### src/include/cmd_limiter_pkg.sv
// Register map, reset values and limits of the speed and torque command limiter.
package cmd_limiter_pkg;

  // ****************************************
  // Register offsets (byte addresses)
  // ****************************************
  localparam int ADDR_W = 8;
  localparam logic [7:0] OFS_SPD_UPPER = 8'h00;
  localparam logic [7:0] OFS_SPD_LOWER = 8'h04;
  localparam logic [7:0] OFS_TRQ_MAX = 8'h08;
  localparam logic [7:0] OFS_EXT_METHOD = 8'h0C;
  localparam logic [7:0] OFS_SPD_GAIN = 8'h10;
  localparam logic [7:0] OFS_SPD_OFFSET = 8'h14;
  localparam logic [7:0] OFS_TRQ_GAIN = 8'h18;
  localparam logic [7:0] OFS_TRQ_OFFSET = 8'h1C;
  localparam logic [7:0] OFS_CONTROL = 8'h20;
  localparam logic [7:0] OFS_OP_SPEED = 8'h24;
  localparam logic [7:0] OFS_OP_TORQUE = 8'h28;
  localparam logic [7:0] OFS_STATUS = 8'h2C;
  localparam logic [7:0] OFS_EFF_SPEED = 8'h30;
  localparam logic [7:0] OFS_EFF_TORQUE = 8'h34;
  localparam logic [7:0] OFS_SLOT_BASE = 8'h80;
  localparam int SLOT_FIRST = 13;
  localparam int SLOT_COUNT = 19;
  localparam logic [7:0] OFS_SLOT_END = OFS_SLOT_BASE + 8'(4 * SLOT_COUNT);

  // ****************************************
  // Field positions
  // ****************************************
  localparam int CTRL_TRQ_EN = 0;
  localparam int CTRL_SPD_EXT = 1;
  localparam int CTRL_TRQ_EXT = 2;
  localparam int CTRL_CONFIG = 8;
  localparam int ST_SPD_CLAMP = 0;
  localparam int ST_TRQ_CLAMP = 1;
  localparam int ST_EXT_PWM = 2;
  localparam int ST_RUNNING = 3;

  // ****************************************
  // Limits and reset values
  // ****************************************
  localparam logic [11:0] SPD_MIN = 12'h050;
  localparam logic [11:0] SPD_MAX = 12'hC4E;
  localparam logic [11:0] SPD_SAT = 12'hFFF;
  localparam logic [7:0] TRQ_PEAK = 8'hC8;
  localparam logic signed [11:0] SPD_OFF_LIM = 12'sh5DC;
  localparam logic signed [7:0] TRQ_OFF_LIM = 8'sh64;
  localparam logic [11:0] RST_SPD_UPPER = SPD_MAX;
  localparam logic [11:0] RST_SPD_LOWER = SPD_MIN;
  localparam logic [7:0] RST_TRQ_MAX = TRQ_PEAK;
  localparam logic [11:0] RST_SPD_GAIN = 12'h280;
  localparam logic [7:0] RST_TRQ_GAIN = 8'h2B;
  localparam logic RST_EXT_METHOD = 1'b0;
  localparam logic RST_TRQ_EN = 1'b1;
  localparam int ANALOG_W = 13;
  localparam int FRAC = 10;
  localparam logic [1:0] RESP_OKAY = 2'b00;
  localparam logic [1:0] RESP_SLVERR = 2'b10;
  localparam logic [0:SLOT_COUNT-1][15:0] SLOT_DEFAULT = {
    16'h009D, 16'h007F, 16'h007E, 16'h00A0, 16'h00A1,
    16'h00B8, 16'h00B9, 16'h00BA, 16'h00BB, 16'h00BC, 16'h00BD, 16'h00BE, 16'h00BF,
    16'h0000, 16'h0000, 16'h0000, 16'h0000, 16'h0000, 16'h0000};

endpackage

### src/logic/speed_torque_command_limiter.sv
// Speed and torque command conditioning with an AXI4-Lite register file.
//
// Local design decisions: the placing of the registers and the AXI4-Lite interface to the registers.

// Summary of operation
// RL1 - Speed upper limit 80 to 3150, default 3150.
// RL2 - Speed lower limit 80 to 3150, default 80.
// RL3 - Speed above upper limit runs at upper.
// RL4 - Speed below lower limit raised to lower.
// RL5 - Commands 0 to 79 skip lower clamping.
// RL6 - Speed clamping raises speed info flag.
// RL7 - Torque maximum 0 to 200, default 200.
// RL8 - Torque above maximum uses the maximum.
// RL9 - Torque clamping raises torque info flag.
// RL10 - Limiting disabled: cap 200, no flag.
// RL11 - Method 0 analog, 1 PWM, after configuration.
// RL12 - PWM source uses measured input duty cycle.
// RL13 - Speed gain 0 to 3150 per volt, default 640.
// RL14 - Speed offset -1500 to +1500, default 0.
// RL15 - Torque gain 0 to 200 per volt, default 43.
// RL16 - Torque offset -100 to +100, default 0.
// RL17 - Negative offset: stopped until command reaches 80.
// RL18 - Updates: A immediate, B stopped, C configure.
// RL19 - Slots 13 to 25 hold documented default addresses.
// RL20 - Slots 26 to 31 default 0, 16-bit values.
// RL21 - Analog command is voltage times gain plus offset.
module speed_torque_command_limiter
  import cmd_limiter_pkg::*;
#(
  parameter int PWM_WIN_LOG2 = 16
) (
  input wire logic clk_sys_i,
  input wire logic reset_i,
  input wire logic ce_i,
  input wire logic running_i,
  input wire logic [ANALOG_W-1:0] analog_v_i,
  input wire logic pwm_i,
  input wire logic [ADDR_W-1:0] s_axi_awaddr_i,
  input wire logic s_axi_awvalid_i,
  output logic s_axi_awready_o,
  input wire logic [31:0] s_axi_wdata_i,
  input wire logic [3:0] s_axi_wstrb_i,
  input wire logic s_axi_wvalid_i,
  output logic s_axi_wready_o,
  output logic [1:0] s_axi_bresp_o,
  output logic s_axi_bvalid_o,
  input wire logic s_axi_bready_i,
  input wire logic [ADDR_W-1:0] s_axi_araddr_i,
  input wire logic s_axi_arvalid_i,
  output logic s_axi_arready_o,
  output logic [31:0] s_axi_rdata_o,
  output logic [1:0] s_axi_rresp_o,
  output logic s_axi_rvalid_o,
  input wire logic s_axi_rready_i,
  output logic [11:0] speed_cmd_o,
  output logic [7:0] torque_limit_o,
  output logic speed_clamp_info_flag_o,
  output logic torque_clamp_info_flag_o
);

  // ****************************************
  // Parameter storage
  // ****************************************
  logic [11:0] upper_w;
  logic [11:0] lower_w;
  logic [7:0] tmax_w;
  logic ext_pwm_w;
  logic [11:0] upper_a;
  logic [11:0] lower_a;
  logic [7:0] tmax_a;
  logic ext_pwm_a;
  logic [11:0] spd_gain;
  logic signed [11:0] spd_off;
  logic [7:0] trq_gain;
  logic signed [7:0] trq_off;
  logic trq_en;
  logic spd_ext;
  logic trq_ext;
  logic cfg_pulse;
  logic [11:0] op_speed;
  logic [7:0] op_torque;
  logic [15:0] slot [0:SLOT_COUNT-1];

  logic [ADDR_W-1:0] aw_addr;
  logic [31:0] w_data;
  logic [3:0] w_strb;
  logic wr_go;
  logic [31:0] wr_val;

  logic pwm_s1;
  logic pwm_s2;
  logic [PWM_WIN_LOG2-1:0] win_cnt;
  logic [PWM_WIN_LOG2:0] high_cnt;
  logic [PWM_WIN_LOG2:0] high_total;
  logic [FRAC:0] duty;

  logic [11:0] next_speed;
  logic [7:0] next_torque;
  logic next_spd_flag;
  logic next_trq_flag;

  function automatic logic [11:0] sat_u(input logic [11:0] v, input logic [11:0] lo,
                                        input logic [11:0] hi);
    logic [11:0] r;
    r = v;
    if (v < lo) begin
      r = lo;
    end else if (v > hi) begin
      r = hi;
    end
    return r;
  endfunction

  function automatic logic signed [11:0] sat_s(input logic signed [11:0] v,
                                               input logic signed [11:0] lim);
    logic signed [11:0] r;
    r = v;
    if (v > lim) begin
      r = lim;
    end else if (v < -lim) begin
      r = -lim;
    end
    return r;
  endfunction

  function automatic logic reg_hit(input logic [ADDR_W-1:0] a);
    return (a[1:0] == 2'b00) &&
           ((a <= OFS_EFF_TORQUE) || ((a >= OFS_SLOT_BASE) && (a < OFS_SLOT_END)));
  endfunction

  function automatic logic [4:0] slot_idx(input logic [ADDR_W-1:0] a);
    logic [ADDR_W-1:0] d;
    d = a - OFS_SLOT_BASE;
    return d[6:2];
  endfunction

  function automatic logic [31:0] reg_read(input logic [ADDR_W-1:0] a);
    logic [31:0] v;
    v = '0;
    if (a == OFS_SPD_UPPER) begin
      v[11:0] = upper_w;
    end else if (a == OFS_SPD_LOWER) begin
      v[11:0] = lower_w;
    end else if (a == OFS_TRQ_MAX) begin
      v[7:0] = tmax_w;
    end else if (a == OFS_EXT_METHOD) begin
      v[0] = ext_pwm_w;
    end else if (a == OFS_SPD_GAIN) begin
      v[11:0] = spd_gain;
    end else if (a == OFS_SPD_OFFSET) begin
      v[11:0] = spd_off;
    end else if (a == OFS_TRQ_GAIN) begin
      v[7:0] = trq_gain;
    end else if (a == OFS_TRQ_OFFSET) begin
      v[7:0] = trq_off;
    end else if (a == OFS_CONTROL) begin
      v[CTRL_TRQ_EN] = trq_en;
      v[CTRL_SPD_EXT] = spd_ext;
      v[CTRL_TRQ_EXT] = trq_ext;
    end else if (a == OFS_OP_SPEED) begin
      v[11:0] = op_speed;
    end else if (a == OFS_OP_TORQUE) begin
      v[7:0] = op_torque;
    end else if (a == OFS_STATUS) begin
      v[ST_SPD_CLAMP] = speed_clamp_info_flag_o;
      v[ST_TRQ_CLAMP] = torque_clamp_info_flag_o;
      v[ST_EXT_PWM] = ext_pwm_a;
      v[ST_RUNNING] = running_i;
    end else if (a == OFS_EFF_SPEED) begin
      v[11:0] = speed_cmd_o;
    end else if (a == OFS_EFF_TORQUE) begin
      v[7:0] = torque_limit_o;
    end else if (reg_hit(a)) begin
      v[15:0] = slot[slot_idx(a)];
    end
    return v;
  endfunction

  // ****************************************
  // AXI4-Lite slave
  // ****************************************
  // A ready that is low means the channel's item is held until the response is taken.
  assign wr_go = !s_axi_awready_o && !s_axi_wready_o && !s_axi_bvalid_o;

  always_comb begin
    wr_val = reg_read(aw_addr);
    for (int b = 0; b < 4; b++) begin
      if (w_strb[b]) begin
        wr_val[8*b +: 8] = w_data[8*b +: 8];
      end
    end
  end

  always_ff @(posedge clk_sys_i) begin
    if (reset_i) begin
      s_axi_awready_o <= 1'b1;
      s_axi_wready_o <= 1'b1;
      s_axi_bvalid_o <= 1'b0;
      s_axi_bresp_o <= RESP_OKAY;
      aw_addr <= '0;
      w_data <= '0;
      w_strb <= '0;
    end else if (ce_i) begin
      if (s_axi_awvalid_i && s_axi_awready_o) begin
        aw_addr <= s_axi_awaddr_i;
        s_axi_awready_o <= 1'b0;
      end
      if (s_axi_wvalid_i && s_axi_wready_o) begin
        w_data <= s_axi_wdata_i;
        w_strb <= s_axi_wstrb_i;
        s_axi_wready_o <= 1'b0;
      end
      if (wr_go) begin
        s_axi_bvalid_o <= 1'b1;
        s_axi_bresp_o <= reg_hit(aw_addr) ? RESP_OKAY : RESP_SLVERR;
      end else if (s_axi_bvalid_o && s_axi_bready_i) begin
        s_axi_bvalid_o <= 1'b0;
        s_axi_awready_o <= 1'b1;
        s_axi_wready_o <= 1'b1;
      end
    end
  end

  always_ff @(posedge clk_sys_i) begin
    if (reset_i) begin
      s_axi_arready_o <= 1'b1;
      s_axi_rvalid_o <= 1'b0;
      s_axi_rdata_o <= '0;
      s_axi_rresp_o <= RESP_OKAY;
    end else if (ce_i) begin
      if (s_axi_arvalid_i && s_axi_arready_o) begin
        s_axi_arready_o <= 1'b0;
        s_axi_rvalid_o <= 1'b1;
        s_axi_rdata_o <= reg_read(s_axi_araddr_i);
        s_axi_rresp_o <= reg_hit(s_axi_araddr_i) ? RESP_OKAY : RESP_SLVERR;
      end else if (s_axi_rvalid_o && s_axi_rready_i) begin
        s_axi_rvalid_o <= 1'b0;
        s_axi_arready_o <= 1'b1;
      end
    end
  end

  // ****************************************
  // Parameter writes
  // ****************************************
  // Writes outside a field's range saturate, so the active limits can never leave it.
  always_ff @(posedge clk_sys_i) begin
    if (reset_i) begin
      upper_w <= RST_SPD_UPPER; // RL1
      lower_w <= RST_SPD_LOWER; // RL2
      tmax_w <= RST_TRQ_MAX; // RL7
      ext_pwm_w <= RST_EXT_METHOD; // RL11
      spd_gain <= RST_SPD_GAIN; // RL13
      spd_off <= '0; // RL14
      trq_gain <= RST_TRQ_GAIN; // RL15
      trq_off <= '0; // RL16
      trq_en <= RST_TRQ_EN;
      spd_ext <= 1'b0;
      trq_ext <= 1'b0;
      cfg_pulse <= 1'b0;
      op_speed <= '0;
      op_torque <= '0;
    end else if (ce_i) begin
      cfg_pulse <= 1'b0;
      if (wr_go && reg_hit(aw_addr)) begin
        if (aw_addr == OFS_SPD_UPPER) begin
          upper_w <= sat_u(wr_val[11:0], SPD_MIN, SPD_MAX); // RL1
        end else if (aw_addr == OFS_SPD_LOWER) begin
          lower_w <= sat_u(wr_val[11:0], SPD_MIN, SPD_MAX); // RL2
        end else if (aw_addr == OFS_TRQ_MAX) begin
          tmax_w <= 8'(sat_u({4'h0, wr_val[7:0]}, 12'h000, {4'h0, TRQ_PEAK})); // RL7
        end else if (aw_addr == OFS_EXT_METHOD) begin
          ext_pwm_w <= wr_val[0]; // RL11
        end else if (aw_addr == OFS_SPD_GAIN) begin
          spd_gain <= sat_u(wr_val[11:0], 12'h000, SPD_MAX); // RL13
        end else if (aw_addr == OFS_SPD_OFFSET) begin
          spd_off <= sat_s(wr_val[11:0], SPD_OFF_LIM); // RL14
        end else if (aw_addr == OFS_TRQ_GAIN) begin
          trq_gain <= 8'(sat_u({4'h0, wr_val[7:0]}, 12'h000, {4'h0, TRQ_PEAK})); // RL15
        end else if (aw_addr == OFS_TRQ_OFFSET) begin
          trq_off <= 8'(sat_s({{4{wr_val[7]}}, wr_val[7:0]}, 12'(TRQ_OFF_LIM))); // RL16
        end else if (aw_addr == OFS_CONTROL) begin
          trq_en <= wr_val[CTRL_TRQ_EN];
          spd_ext <= wr_val[CTRL_SPD_EXT];
          trq_ext <= wr_val[CTRL_TRQ_EXT];
          cfg_pulse <= wr_val[CTRL_CONFIG];
        end else if (aw_addr == OFS_OP_SPEED) begin
          op_speed <= wr_val[11:0];
        end else if (aw_addr == OFS_OP_TORQUE) begin
          op_torque <= wr_val[7:0];
        end
      end
    end
  end

  always_ff @(posedge clk_sys_i) begin
    if (reset_i) begin
      for (int i = 0; i < SLOT_COUNT; i++) begin
        slot[i] <= SLOT_DEFAULT[i]; // RL19 RL20
      end
    end else if (ce_i) begin
      if (wr_go && (aw_addr >= OFS_SLOT_BASE) && reg_hit(aw_addr)) begin
        slot[slot_idx(aw_addr)] <= wr_val[15:0]; // RL20
      end
    end
  end

  // ****************************************
  // Update classes
  // ****************************************
  // Gains, offsets and control bits act straight from storage; limits wait for a stop.
  always_ff @(posedge clk_sys_i) begin
    if (reset_i) begin
      upper_a <= RST_SPD_UPPER;
      lower_a <= RST_SPD_LOWER;
      tmax_a <= RST_TRQ_MAX;
      ext_pwm_a <= RST_EXT_METHOD;
    end else if (ce_i) begin
      if (!running_i) begin
        upper_a <= upper_w; // RL18
        lower_a <= lower_w; // RL18
        tmax_a <= tmax_w; // RL18
      end
      if (cfg_pulse) begin
        ext_pwm_a <= ext_pwm_w; // RL18 RL11
      end
    end
  end

  // ****************************************
  // PWM duty measurement
  // ****************************************
  // Duty is the share of high samples over a fixed window, which avoids a divider
  // at the cost of one window of latency.
  assign high_total = high_cnt + {{PWM_WIN_LOG2{1'b0}}, pwm_s2};

  always_ff @(posedge clk_sys_i) begin
    if (reset_i) begin
      pwm_s1 <= 1'b0;
      pwm_s2 <= 1'b0;
      win_cnt <= '0;
      high_cnt <= '0;
      duty <= '0;
    end else if (ce_i) begin
      pwm_s1 <= pwm_i;
      pwm_s2 <= pwm_s1;
      win_cnt <= win_cnt + 1'b1;
      if (&win_cnt) begin
        duty <= high_total[PWM_WIN_LOG2 -: FRAC+1]; // RL12
        high_cnt <= '0;
      end else begin
        high_cnt <= high_total;
      end
    end
  end

  // ****************************************
  // Command sources and clamping
  // ****************************************
  always_comb begin
    logic [24:0] a_sprod;
    logic [20:0] a_tprod;
    logic signed [17:0] a_ssum;
    logic signed [12:0] a_tsum;
    logic [11:0] a_spd;
    logic [7:0] a_trq;
    logic [22:0] p_sprod;
    logic [18:0] p_tprod;
    logic [11:0] spd_cmd;
    logic [7:0] trq_cmd;
    a_spd = '0;
    a_trq = '0;
    a_sprod = analog_v_i * spd_gain;
    a_tprod = analog_v_i * trq_gain;
    a_ssum = $signed({3'b000, a_sprod[24:FRAC]}) + 18'(spd_off); // RL21
    a_tsum = $signed({2'b00, a_tprod[20:FRAC]}) + 13'(trq_off); // RL21
    if (a_ssum < 0) begin
      a_spd = '0;
    end else if ((spd_off < 0) && (a_ssum[16:0] < 17'(SPD_MIN))) begin
      a_spd = '0; // RL17
    end else if (a_ssum[16:0] > 17'(SPD_SAT)) begin
      a_spd = SPD_SAT;
    end else begin
      a_spd = a_ssum[11:0];
    end
    if (a_tsum < 0) begin
      a_trq = '0;
    end else if (a_tsum[11:0] > 12'(TRQ_PEAK)) begin
      a_trq = TRQ_PEAK;
    end else begin
      a_trq = a_tsum[7:0];
    end
    p_sprod = duty * SPD_MAX;
    p_tprod = duty * TRQ_PEAK;
    spd_cmd = op_speed;
    if (spd_ext) begin
      spd_cmd = ext_pwm_a ? p_sprod[21:FRAC] : a_spd; // RL11 RL12
    end
    trq_cmd = op_torque;
    if (trq_ext) begin
      trq_cmd = ext_pwm_a ? p_tprod[17:FRAC] : a_trq; // RL11 RL12
    end
    next_speed = spd_cmd;
    next_spd_flag = 1'b0;
    if (spd_cmd > upper_a) begin
      next_speed = upper_a; // RL3
      next_spd_flag = 1'b1; // RL6
    end else if ((spd_cmd >= SPD_MIN) && (spd_cmd < lower_a)) begin
      next_speed = lower_a; // RL4 RL5
      next_spd_flag = 1'b1; // RL6
    end
    next_torque = trq_cmd;
    next_trq_flag = 1'b0;
    if (!trq_en) begin
      next_torque = (trq_cmd > TRQ_PEAK) ? TRQ_PEAK : trq_cmd; // RL10
    end else if (trq_cmd > tmax_a) begin
      next_torque = tmax_a; // RL8
      next_trq_flag = 1'b1; // RL9
    end
  end

  always_ff @(posedge clk_sys_i) begin
    if (reset_i) begin
      speed_cmd_o <= '0;
      torque_limit_o <= '0;
      speed_clamp_info_flag_o <= 1'b0;
      torque_clamp_info_flag_o <= 1'b0;
    end else if (ce_i) begin
      speed_cmd_o <= next_speed;
      torque_limit_o <= next_torque;
      speed_clamp_info_flag_o <= next_spd_flag; // RL6
      torque_clamp_info_flag_o <= next_trq_flag; // RL9 RL10
    end
  end

endmodule

### config.mk
export PLATFORM = sky130hd
export DESIGN_NAME = speed_torque_command_limiter
export DESIGN_NICKNAME = d
export VERILOG_FILES = /design/src/include/cmd_limiter_pkg.sv /design/src/logic/speed_torque_command_limiter.sv
export SDC_FILE = /design/constraint.sdc
export NUM_CORES = 2
export LEC_CHECK = 0
export BUFFER_PORTS_ARGS = -buffer_cell sky130_fd_sc_hd__buf_2
export CORE_ASPECT_RATIO = 0.6
export CORE_UTILIZATION = 50
export DETAILED_ROUTE_END_ITERATION = 6
export PLACE_DENSITY = 0.66
export SYNTH_ARGS = -nofsm -noshare
export SYNTH_HDL_FRONTEND = slang
export SYNTH_SLANG_ARGS = --single-unit
export TNS_END_PERCENT = 20
### constraint.sdc
create_clock -name clk_sys_i -period 17.95 [get_ports clk_sys_i]
set_input_delay 2.6925 -clock clk_sys_i [delete_from_list [all_inputs] [get_ports clk_sys_i]]
set_output_delay 2.6925 -clock clk_sys_i [all_outputs]
set_load 0.005 [all_outputs]
==> impl_metrics.yaml <==
status:
  status: "complete, but fails checks"
  violations: "design-rule violations, max-capacitance violations, max-slew violations"
power:
  total_power_w: 0.00453
  intPower_w: 0.00316
  peakVddDrop_mv: 0.0766
  leakage_nw: 22.0
  p_per_area_mw_per_mm2: 80.7
  clkPwrFrac_pct: 37.8
  swShare_pct: 30.2
  share_comb_of_total_power_pct: 19.2
  p_switching_w: 0.00137
  pwr-share-seq_pct: 42.9
synth:
  synth_edf_count: 496
  yosysWarnings: 0
  ys_seq_area_share_pct: 39.6
  synth-seq-cells: 764
  synth_common_cells: "600 x nor2_1, 573 x nand2_1, 496 x edfxtp_1"
  syn_avg_cell_area_um2: 10.6
  synth_cells: 4803
  synth_top_area_share_pct: 29.1
  ys.flop_type: "edfxtp_1"
  yosysTopAreaCell: "edfxtp_1"
  async_reset_ff_share_pct: 0
  yosysUniqueCellTypes: 91
  yosys-top-cells-area: "edfxtp_1 29%, mux4_2 14%, dfxtp_1 10%"
  yosysMostFrequentCell: "nor2_1"
  synth_area_mm2: 0.0511
clock_tree:
  ctsHoldBuffers: 0
  cts_setup_buffers: 0
  cts_resized: 0
  cts-buffers-inserted: 77
  htree_levels: 3
  cts_root_buf: "clkbuf_16"
  max-clock-path-buffers: 3
  cts_tree: "done"
  path_clk_slew_ns: 0.06
  cts_sinks: 764
  clk_latency_ns: 0.71
sta:
  tightest_slew_ns: 1.68
  finalHoldViolations: 0
  finalClockSkew_ns: 0.0443
  slew_violations: 8
  finalCritPeriodShare_pct: 74.2
  min_period_ns: 13.32
  tns_ns: 0
  relSlewSlack_pct: -12.2
  fin_ws_ns: 4.63
  fmax_mhz: 75.1
  rsz0062_at_grt: "no"
  setup_viol: 0
critical_path:
  arrival_ns: 13.97
  cp_data_required_time_ns: 18.60
  end_kind: "flip-flop"
  critPathLaunchType: "input pin"
  cpMaxStageDelayCell: "o21ai_0"
  worstSetupPathType: "in2reg"
  critPathMostFrequentCell: "o21ai_0"
  slowest_delay_ns: 0.63
  crit_fanout: 20
grt:
  grt.total_usage_pct: 33.2
  antenna_found_initial: 4
  grt_pass1_wl_um: 253000
  overflow: 0
  grt_pass1_vias: 37600
  grt_max_degree: 76
flow_run:
  cap_violations: 2
layout:
  fin_nets: 5489
  drive_above_1_share_pct: 14.1
  syn_to_final_growth_pct: 9.81
  fillCellCount: 8793
  final_util_pct: 55.7
  stdcell_area_mm2: 0.0562
routing:
  drt_iter0_drc: 6210
  vias: 40500
  drc_errors: 11
  vias_per_cell: 6.37
  routedWlPerCell_um: 27.2
  wl_um: 174000
  drtAntennaViolNets: 0
  drtPass1Iterations: 7
die:
  io_pins: 138
  start_util_pct: 50.7
  die_w_um: 415
  core_area_mm2: 0.101
  rows: 90
  fp.dieH_um: 250
  die-area_mm2: 0.104
placed_design:
  place_hpwl_um: 124000
  pre_cts_ws_ns: 4.28
  place_area_mm2: 0.0535
  place.gp.congestion: 1.09
  io_buffers: 101
worst_hold_path:
  hp-class: "reg2reg"
critical path: cells and delay by family:
family / cells / cell delay, ns
simple gates: 6 / 1.57
buf+inv: 5 / 0.60
xor+xnor: 1 / 0.13
compound gates: 19 / 5.49
fa+ha+maj: 8 / 3.43
routing by layer:
| metal | vias to the layer above | wire [um] | track usage [%] | share of wire [%] |
|---|---|---|---|---|
| li1 | 17300 | - | - | - |
| met1 | 20100 | 73300 | 50.0 | 42 |
| met2 | 2738 | 65700 | 42.3 | 38 |
| met3 | 389 | 28600 | 15.1 | 16 |
| met4 | 10 | 5650 | 8.90 | 3.3 |
| met5 | - | 205 | 0 | 0.12 |
cells by family (layout without fill, tap and decap cells):
logic type                 after synthesis  count (layout)  share of synthesized area [%]
other                                    1             228                        0.00733
xor gates and xnor gates                84              84                           1.44
muxes                                  390             390                           15.5
buffers and inverters                  716             720                           5.58
AOI/OAI and AO/OA                      789             789                           10.1
adders and majority gates              445             445                           13.9
and+or+nand+nor                       1614            1614                           13.9
DFF                                    764             764                           39.6
power groups by stage:
stage / clock (W) / combinational (W) / sequential (W)
after floorplan: 0 / 0.000543 / 0.00196
after global placement: 0 / 0.000813 / 0.00198
after detailed placement: 0 / 0.000820 / 0.00198
after CTS: 0.00172 / 0.000826 / 0.00194
after global routing: 0.00179 / 0.000910 / 0.00195
final: 0.00172 / 0.000873 / 0.00195
flip-flops by register name, summed over array words and instances (netlist names), 11 cells and up, named ones only:
| name | cells |
|---|---|
| win_cnt | 16 |
| slot | 512 |
| upper_w | 12 |
| spd_gain | 12 |
| s_axi_rdata_o | 16 |
| lower_w | 12 |
| speed_cmd_o | 12 |
| high_cnt | 17 |
| upper_a | 12 |
| spd_off | 12 |
| duty | 11 |
| w_data | 16 |
| lower_a | 12 |
| op_speed | 12 |
metrics by stage:
stage,hold WS (ns),instances
after floorplan,0.431,5028
after global placement,0.445,6224
after detailed placement,0.453,6224
after CTS,0.463,6366
after global routing,0.486,6366
final,0.464,6368
cell type report:
cell class | instances | area, um^2 | share of cell area [%]
antenna | 2 | 5.00 | 0.00891
clock buffer | 102 | 2140 | 3.82
clock inverter | 40 | 498 | 0.887
inverter | 393 | 1480 | 2.63
multi-input combinational | 3548 | 28900 | 51.5
sequential | 764 | 20300 | 36.1
tap | 1334 | 1670 | 2.97
timing repair buffer | 185 | 1160 | 2.06
worst paths after layout:
kind	start	to	slack, ns	cells after the start
hold / removal	lower_a[1]	lower_a[1]	0.46	2
setup reg to reg	spd_gain[3]	speed_cmd_o[0]	6.09	38
hold reg to reg	lower_a[1]	lower_a[1]	0.46	2
setup / recovery	analog_v_i[3]	speed_cmd_o[0]	4.63	39
placed cells by master (no fill, tap or decap), types with 46 or more instances in the layout:
cell | synthesis | routed
nor3_1 | 64 | 63
nand2_1 | 573 | 572
a21oi_1 | 263 | 263
buf_2 | 24 | 98
conb_1 | 1 | 226
ha_1 | 240 | 240
o21ai_0 | 124 | 124
fa_1 | 205 | 205
nand3_1 | 81 | 80
edfxtp_1 | 496 | 496
clkbuf_16 | 0 | 80
nor2_1 | 600 | 597
a211oi_1 | 52 | 52
mux4_2 | 320 | 320
and2_1 | 103 | 103
dfxtp_1 | 268 | 262
inv_1 | 393 | 392
xnor2_1 | 46 | 46
buf_4 | 20 | 84
Note: power is estimated with default switching activity, not from simulation.
